## src/rpdc_defines.svh

```systemverilog
`ifndef RPDC_DEFINES_SVH
`define RPDC_DEFINES_SVH

// Register byte addresses
`define RPDC_ADDR_PM 16'h1930
`define RPDC_ADDR_CTRL 16'h7004

// Power-management register fields
`define RPDC_PM_FULL_BIT 2
`define RPDC_PM_REG_BIT 1
`define RPDC_PM_RESET 2'h0

// Regulator control register fields
`define RPDC_CTRL_VSEL_BIT 1
`define RPDC_CTRL_USB_BIT 0
`define RPDC_CTRL_RESET 2'h0

// Supply enables out of reset: bandgap, reset circuit, analog and core on; usb off; 1.3 V
`define RPDC_SUPPLY_RESET 6'h3c

// AXI responses
`define RPDC_RESP_OKAY 2'h0
`define RPDC_RESP_SLVERR 2'h2

`endif

```

## src/rpdc_pkg.sv

```systemverilog
package rpdc_pkg;

    // Enables towards the analog supply blocks
    typedef struct packed {
        logic bandgap_en;
        logic por_en;
        logic analog_regulator_en;
        logic core_regulator_en;
        logic usb_regulator_en;
        logic core_voltage_select;
    } rpdc_supply_t;

    typedef enum logic [1:0] {
        RPDC_SEL_NONE = 2'b00,
        RPDC_SEL_PM = 2'b01,
        RPDC_SEL_CTRL = 2'b10
    } rpdc_sel_t;

    typedef enum logic [1:0] {
        RPDC_CH_IDLE = 2'b00,
        RPDC_CH_RESP = 2'b01
    } rpdc_ch_st_t;

endpackage : rpdc_pkg

```

## src/rpdc_top.sv

```systemverilog
// Added by the designer: the AXI4-Lite slave port.
`timescale 1ns/1ps
`include "rpdc_defines.svh"

module rpdc_top (
    // Clock, reset, enable
    input wire logic clk_i,
    input wire logic rst_n_i,
    input wire logic ce_i,
    // RTC alarm interrupt, asynchronous
    input wire logic rtc_alarm_i,
    // AXI4-Lite write
    input wire logic [15:0] s_axi_awaddr,
    input wire logic s_axi_awvalid,
    output logic s_axi_awready,
    input wire logic [31:0] s_axi_wdata,
    input wire logic [3:0] s_axi_wstrb,
    input wire logic s_axi_wvalid,
    output logic s_axi_wready,
    output logic [1:0] s_axi_bresp,
    output logic s_axi_bvalid,
    input wire logic s_axi_bready,
    // AXI4-Lite read
    input wire logic [15:0] s_axi_araddr,
    input wire logic s_axi_arvalid,
    output logic s_axi_arready,
    output logic [31:0] s_axi_rdata,
    output logic [1:0] s_axi_rresp,
    output logic s_axi_rvalid,
    input wire logic s_axi_rready,
    // Supply enables
    output rpdc_pkg::rpdc_supply_t supply_o
);
    import rpdc_pkg::*;

    function automatic rpdc_sel_t rpdc_decode(input logic [15:0] addr);
        rpdc_decode = (addr == `RPDC_ADDR_PM) ? RPDC_SEL_PM :
                      (addr == `RPDC_ADDR_CTRL) ? RPDC_SEL_CTRL : RPDC_SEL_NONE;
    endfunction : rpdc_decode

    ////////////////////////////////////////////////////////////////////////////
    // Alarm synchroniser

    logic alarm_sync;

    rpdc_sync u_alarm_sync (
        .clk_i(clk_i),
        .rst_n_i(rst_n_i),
        .ce_i(ce_i),
        .async_i(rtc_alarm_i),
        .sync_o(alarm_sync)
    );

    ////////////////////////////////////////////////////////////////////////////
    // Write channel

    rpdc_ch_st_t wr_st_reg, wr_st_next;
    logic aw_got_reg, aw_got_next;
    logic w_got_reg, w_got_next;
    logic [15:0] awaddr_reg, awaddr_next;
    logic [31:0] wdata_reg, wdata_next;
    logic wstrb0_reg, wstrb0_next;
    logic awready_next, wready_next, bvalid_next;
    logic [1:0] bresp_next;

    wire aw_fire = s_axi_awvalid && s_axi_awready;
    wire w_fire = s_axi_wvalid && s_axi_wready;
    assign aw_got_next = (wr_st_reg == RPDC_CH_IDLE) && (aw_got_reg || aw_fire);
    assign w_got_next = (wr_st_reg == RPDC_CH_IDLE) && (w_got_reg || w_fire);
    assign awaddr_next = aw_fire ? s_axi_awaddr : awaddr_reg;
    assign wdata_next = w_fire ? s_axi_wdata : wdata_reg;
    assign wstrb0_next = w_fire ? s_axi_wstrb[0] : wstrb0_reg;

    // Both halves in hand: commit the write this cycle
    wire wr_commit = (wr_st_reg == RPDC_CH_IDLE) && aw_got_next && w_got_next;
    wire rpdc_sel_t wr_sel = rpdc_decode(awaddr_next);
    wire wr_lane0 = wr_commit && wstrb0_next;
    wire pm_write = wr_lane0 && (wr_sel == RPDC_SEL_PM);
    wire ctrl_write = wr_lane0 && (wr_sel == RPDC_SEL_CTRL);

    always_comb begin
        wr_st_next = wr_st_reg;
        case (wr_st_reg)
            RPDC_CH_IDLE: begin
                if (wr_commit) begin
                    wr_st_next = RPDC_CH_RESP;
                end
            end
            RPDC_CH_RESP: begin
                if (s_axi_bready) begin
                    wr_st_next = RPDC_CH_IDLE;
                end
            end
            default: begin
                wr_st_next = RPDC_CH_IDLE;
            end
        endcase
    end

    assign bvalid_next = (wr_st_next == RPDC_CH_RESP);
    assign bresp_next = !wr_commit ? s_axi_bresp :
                        (wr_sel == RPDC_SEL_NONE) ? `RPDC_RESP_SLVERR : `RPDC_RESP_OKAY;
    assign awready_next = (wr_st_next == RPDC_CH_IDLE) && !aw_got_next;
    assign wready_next = (wr_st_next == RPDC_CH_IDLE) && !w_got_next;

    ////////////////////////////////////////////////////////////////////////////
    // Read channel

    rpdc_ch_st_t rd_st_reg, rd_st_next;
    logic [31:0] rdata_next;
    logic [1:0] rresp_next;

    wire ar_fire = s_axi_arvalid && s_axi_arready;
    wire rpdc_sel_t rd_sel = rpdc_decode(s_axi_araddr);

    always_comb begin
        rd_st_next = rd_st_reg;
        case (rd_st_reg)
            RPDC_CH_IDLE: begin
                if (ar_fire) begin
                    rd_st_next = RPDC_CH_RESP;
                end
            end
            RPDC_CH_RESP: begin
                if (s_axi_rready) begin
                    rd_st_next = RPDC_CH_IDLE;
                end
            end
            default: begin
                rd_st_next = RPDC_CH_IDLE;
            end
        endcase
    end

    ////////////////////////////////////////////////////////////////////////////
    // Registers

    logic pm_full_reg, pm_full_next;
    logic pm_reg_pd_reg, pm_reg_pd_next;
    logic [1:0] ctrl_reg, ctrl_next;

    // A set in the alarm cycle wins; zero writes never clear a power-down
    assign pm_full_next = (pm_full_reg && !alarm_sync) ||
                          (pm_write && wdata_next[`RPDC_PM_FULL_BIT]);
    assign pm_reg_pd_next = (pm_reg_pd_reg && !alarm_sync) ||
                            (pm_write && wdata_next[`RPDC_PM_REG_BIT]);
    assign ctrl_next = ctrl_write ? wdata_next[1:0] : ctrl_reg;

    // Reserved bits are not stored, so they read zero whatever was written
    wire [31:0] pm_view = {29'h0, pm_full_reg, pm_reg_pd_reg, 1'b0};
    wire [31:0] ctrl_view = {30'h0, ctrl_reg};
    assign rdata_next = !ar_fire ? s_axi_rdata :
                        (rd_sel == RPDC_SEL_PM) ? pm_view :
                        (rd_sel == RPDC_SEL_CTRL) ? ctrl_view : 32'h0;
    assign rresp_next = !ar_fire ? s_axi_rresp :
                        (rd_sel == RPDC_SEL_NONE) ? `RPDC_RESP_SLVERR : `RPDC_RESP_OKAY;

    // Enables come from next values so a write lands at its own edge
    wire pd_any_next = pm_full_next || pm_reg_pd_next;
    rpdc_supply_t supply_next;
    assign supply_next.bandgap_en = !pm_full_next;
    assign supply_next.por_en = !pd_any_next;
    assign supply_next.analog_regulator_en = !pd_any_next;
    assign supply_next.core_regulator_en = !pd_any_next;
    assign supply_next.usb_regulator_en = !pd_any_next && ctrl_next[`RPDC_CTRL_USB_BIT];
    assign supply_next.core_voltage_select = ctrl_next[`RPDC_CTRL_VSEL_BIT];

    always_ff @(posedge clk_i or negedge rst_n_i) begin
        if (!rst_n_i) begin
            pm_full_reg <= 1'b0;
            pm_reg_pd_reg <= 1'b0;
            ctrl_reg <= `RPDC_CTRL_RESET;
            supply_o <= `RPDC_SUPPLY_RESET;
        end else if (ce_i) begin
            pm_full_reg <= pm_full_next;
            pm_reg_pd_reg <= pm_reg_pd_next;
            ctrl_reg <= ctrl_next;
            supply_o <= supply_next;
        end
    end

    always_ff @(posedge clk_i or negedge rst_n_i) begin
        if (!rst_n_i) begin
            wr_st_reg <= RPDC_CH_IDLE;
            aw_got_reg <= 1'b0;
            w_got_reg <= 1'b0;
            awaddr_reg <= 16'h0;
            wdata_reg <= 32'h0;
            wstrb0_reg <= 1'b0;
            s_axi_awready <= 1'b0;
            s_axi_wready <= 1'b0;
            s_axi_bvalid <= 1'b0;
            s_axi_bresp <= `RPDC_RESP_OKAY;
        end else if (ce_i) begin
            wr_st_reg <= wr_st_next;
            aw_got_reg <= aw_got_next;
            w_got_reg <= w_got_next;
            awaddr_reg <= awaddr_next;
            wdata_reg <= wdata_next;
            wstrb0_reg <= wstrb0_next;
            s_axi_awready <= awready_next;
            s_axi_wready <= wready_next;
            s_axi_bvalid <= bvalid_next;
            s_axi_bresp <= bresp_next;
        end
    end

    always_ff @(posedge clk_i or negedge rst_n_i) begin
        if (!rst_n_i) begin
            rd_st_reg <= RPDC_CH_IDLE;
            s_axi_arready <= 1'b0;
            s_axi_rvalid <= 1'b0;
            s_axi_rdata <= 32'h0;
            s_axi_rresp <= `RPDC_RESP_OKAY;
        end else if (ce_i) begin
            rd_st_reg <= rd_st_next;
            s_axi_arready <= (rd_st_next == RPDC_CH_IDLE);
            s_axi_rvalid <= (rd_st_next == RPDC_CH_RESP);
            s_axi_rdata <= rdata_next;
            s_axi_rresp <= rresp_next;
        end
    end

    wire pd_any = pm_full_reg || pm_reg_pd_reg;
endmodule : rpdc_top

```

## src/rpdc_sync.sv

```systemverilog
`timescale 1ns/1ps

module rpdc_sync (
    // Clock, reset, enable
    input wire logic clk_i,
    input wire logic rst_n_i,
    input wire logic ce_i,
    // Asynchronous level in, synchronised level out
    input wire logic async_i,
    output logic sync_o
);

    logic meta_reg;
    logic sync_reg;

    // The first stage feeds only the second
    always_ff @(posedge clk_i or negedge rst_n_i) begin
        if (!rst_n_i) begin
            meta_reg <= 1'b0;
            sync_reg <= 1'b0;
        end else if (ce_i) begin
            meta_reg <= async_i;
            sync_reg <= meta_reg;
        end
    end

    assign sync_o = sync_reg;

endmodule : rpdc_sync

```

## config.mk

```make
export PLATFORM = sky130hd
export DESIGN_NAME = rpdc_top
export DESIGN_NICKNAME = d
export VERILOG_FILES = /design/src/rpdc_pkg.sv /design/src/rpdc_top.sv /design/src/rpdc_sync.sv
export VERILOG_INCLUDE_DIRS = /design/src
export SDC_FILE = /design/constraint.sdc
export NUM_CORES = 1
export LEC_CHECK = 0
export BUFFER_PORTS_ARGS = -buffer_cell sky130_fd_sc_hd__buf_2
export CORE_MARGIN = 3
export CORE_UTILIZATION = 30
export DETAILED_ROUTE_END_ITERATION = 10
export PLACE_DENSITY = 0.6
export SYNTH_ARGS = -nofsm -noshare
export SYNTH_HDL_FRONTEND = slang
export SYNTH_SLANG_ARGS = --single-unit
```

## constraint.sdc

```tcl
create_clock -name clk_i -period 2.2 [get_ports clk_i]
set_clock_uncertainty 0.2 [all_clocks]
set_input_delay 0 -clock clk_i [delete_from_list [all_inputs] [get_ports clk_i]]
set_output_delay 0 -clock clk_i [all_outputs]
set_load 0.01 [all_outputs]
```

==> impl_results.md <==
* Post-DR wirelength/cell at 12.0 um
* Gr ovfl total at 0
* Largest net degree at the start of global routing at 34
* Leakage at 1.53 nW
* Final setup violation count at 0
* Sw Pwr at 859 uW
* Horiz. Die Dim at 96.6 um
* Final critical-path required period at 2.09 ns
* Final Hold Vio Count at 0
* Syn Std Cell Area at 2460 sq um
* Critical Path Start Type: input pin
* Post-DP HPWL at 3760 um
* Crit end category: register
* Nets at 401
* Synth-to-layout area growth at 32.9%
* Ant. Diodes at 0
* Clock share of power at 25.8%
* Ports at 124
* CTS max path bufs at 2
* Via density at 4.40
* Status: complete, no violations
* Synth top area cells: dfrtp_1, buf_4, mux2_2
* Period utilization at 95.2%
* Routed WL at 5140 um
* Synth Register Bits at 45
* Initial antenna violation count at 0
* Top cell type's share of synthesized area at 43.7%
* Dominant cell type by area after synthesis: dfrtp_1
* CP Data Arrival Time at 2.08 ns
* Flip-flop count of the largest register after layout at 16
* Mapped Cells at 223
* R2R Setup Slk at 0.11 ns
* Via Count at 1,877
* Die span in y at 96.6 um
* Commonest cells post-synth: dfrtp_1, buf_4, nand2_1
* Max cap viols at 0
* Routability cong. at 0.761
* Core Area at 7850 sq um
* Crit-path max FO at 3
* Flop pwr share at 45.3%
* Iter 0 DRT Violations at 47
* DRC at 0
* Port Buf Inserts at 60
* Post-CTS Repair Setup Buffers at 0
* Slew HR at 51.1%
* Ratio of cells with drive above 1 in the final layout at 35.7%
* P_int at 2.00 mW
* First-pass DRT Iterations at 4
* Most common cell in the synthesized netlist: dfrtp_1
* DRT antenna net count at 0
* Vias in the first global route at 2,002
* Clock Tree Root: clkbuf_8
* TritonCTS Buffers at 5
* Setup TNS at 0 ns
* RSZ-0062 raised after global routing: no
* Post-synthesis area per instance at 11.0 sq um
* Fin util at 41.7%
* Sink Count at 45
* Reg clk slew, reported paths at 0.09 ns
* Sw Ratio at 30.1%
* DIE AREA at 9340 sq um
* Clk_lat worst skew at 0.30 ns
* Starting Density at 31.4%
* Max-slew violations at 0
* Min-delay worst type: input pin to register
* Async S/R FF share, synth at 100%
* CP Class: input pin to register
* H-tree depth at 2
* Gr usage total at 11.7%
* Synth cell types at 53
* Row cnt at 32
* First-pass GRT wire length at 9100 um
* Worst EP required at 2.19 ns
* Pwr Density at 873 nW/um^2
* Combinational fraction of design power at 28.9%
* Synth Flop Type: dfrtp_1
* Slew @ Worst Pin at 0.733 ns
* Post-synth EDFFs at 0
* Fmax at 478 MHz
* Peak supply drop at 0.408 mV
* Sequential share of the synthesized area at 45.8%
* CTS tree: built
* Syn. warnings at 0
-- metal layers --
layer	track usage [%]	up-vias	part of all wire (%)
met5	0	-	0
met4	3.56	0	1.9
met3	3.10	12	6.5
met2	19.4	75	48
met1	14.8	860	44
li1	-	930	-
-- power by group through the flow --
stage / Combinational [mW] / Sequential (mW) / Clock, mW
final: 0.825 / 1.29 / 0.738
after global routing: 0.929 / 1.34 / 0.797
after CTS: 0.829 / 1.29 / 0.757
after detailed placement: 0.767 / 1.30 / 0
after global placement: 0.755 / 1.29 / 0
after floorplan: 0.583 / 1.28 / 0
-- placed cells by master (no fill, tap or decap), types with 2 or more instances in the layout --
cell / count
nor2b_1: 2
nor4b_2: 2
and4bb_2: 3
o21a_1: 2
inv_1: 7
mux2_2: 19
o21ai_1: 6
buf_2: 60
nor4_1: 2
nand3_1: 8
a21oi_1: 8
nand4b_1: 2
dfrtp_1: 43
nand3_2: 2
mux2_1: 2
nor2_1: 10
nor4b_4: 2
dlygate4sd3_1: 35
nor4_2: 2
buf_4: 6
clkbuf_8: 5
dfstp_2: 2
mux2i_1: 2
a21o_2: 2
nor4bb_1: 3
nand2_1: 22
o21ai_0: 5
bufinv_16: 2
conb_1: 31
-- through the flow --
| stage | power [mW] | worst slack (ns) | std cells | hold slack, ns | area, sq um |
|---|---|---|---|---|---|
| 6_report | 2.86 | 0.107 | 427 | 0.0193 | 3270 |
| 5_1_grt | 3.07 | 0.0178 | 427 | 0.0817 | 3270 |
| 4_1_cts | 2.87 | 0.0620 | 427 | 0.0185 | 3260 |
| 3_5_place_dp | 2.07 | 0.0950 | 383 | -0.0916 | 2760 |
| 3_3_place_gp | 2.05 | 0.0844 | 383 | -0.0964 | 2760 |
| 2_1_floorplan | 1.86 | 0.211 | 253 | -0.496 | 2580 |
-- final cells by class --
| cell class | count | area (sq um) |
|---|---|---|
| well taps | 102 | 128 |
| fillers | 756 | 4570 |
| multi-input cells | 162 | 1140 |
| clock buffers | 5 | 68.8 |
| clock inverters | 3 | 65.1 |
| inverters | 8 | 30.0 |
| repair buffers | 102 | 708 |
| flip-flops and latches | 45 | 1130 |
-- timing repair --
action / in CTS / in global routing
hold buffers: 36 / 0
gates resized for setup: 0 / 3
hold endpoints to repair: 70 / 0
endpoints found under the setup margin: 0 / 3
-- worst paths after layout --
kind,end,cells past startpoint,startpoint
max,supply_o[1]$_DFFE_PN0P_,7,s_axi_awaddr[9]
min,w_got_reg$_DFFE_PN0P_,4,s_axi_wvalid
max reg2reg,supply_o[1]$_DFFE_PN0P_,5,awaddr_reg[9]$_DFFE_PN0P_
min reg2reg,rd_st_reg[0]$_DFFE_PN0P_,1,rd_st_reg[1]$_DFFE_PN0P_
max in group asynchronous,rd_st_reg[0]$_DFFE_PN0P_,3,rst_n_i
min in group asynchronous,awaddr_reg[8]$_DFFE_PN0P_,2,rst_n_i
-- critical path, stage by stage --
cell and delay, ns:
dlygate4sd3_1 0.53, buf_2 0.13, nor4b_2 0.27, nand3_1 0.25, a221oi_4 0.34, mux2_1 0.35
a31o_1 0.21
-- cell families after synthesis --
group                  after synthesis  share of synthesized area (%)
other                                1                          0.152
buffers and inverters               46                           12.8
flip-flops                          45                           45.8
AND/OR/NAND/NOR                     69                           18.8
multiplexers                        24                           11.0
AO/OA/AOI/OAI                       38                           11.4
Note: power is estimated with default switching activity, not from simulation.
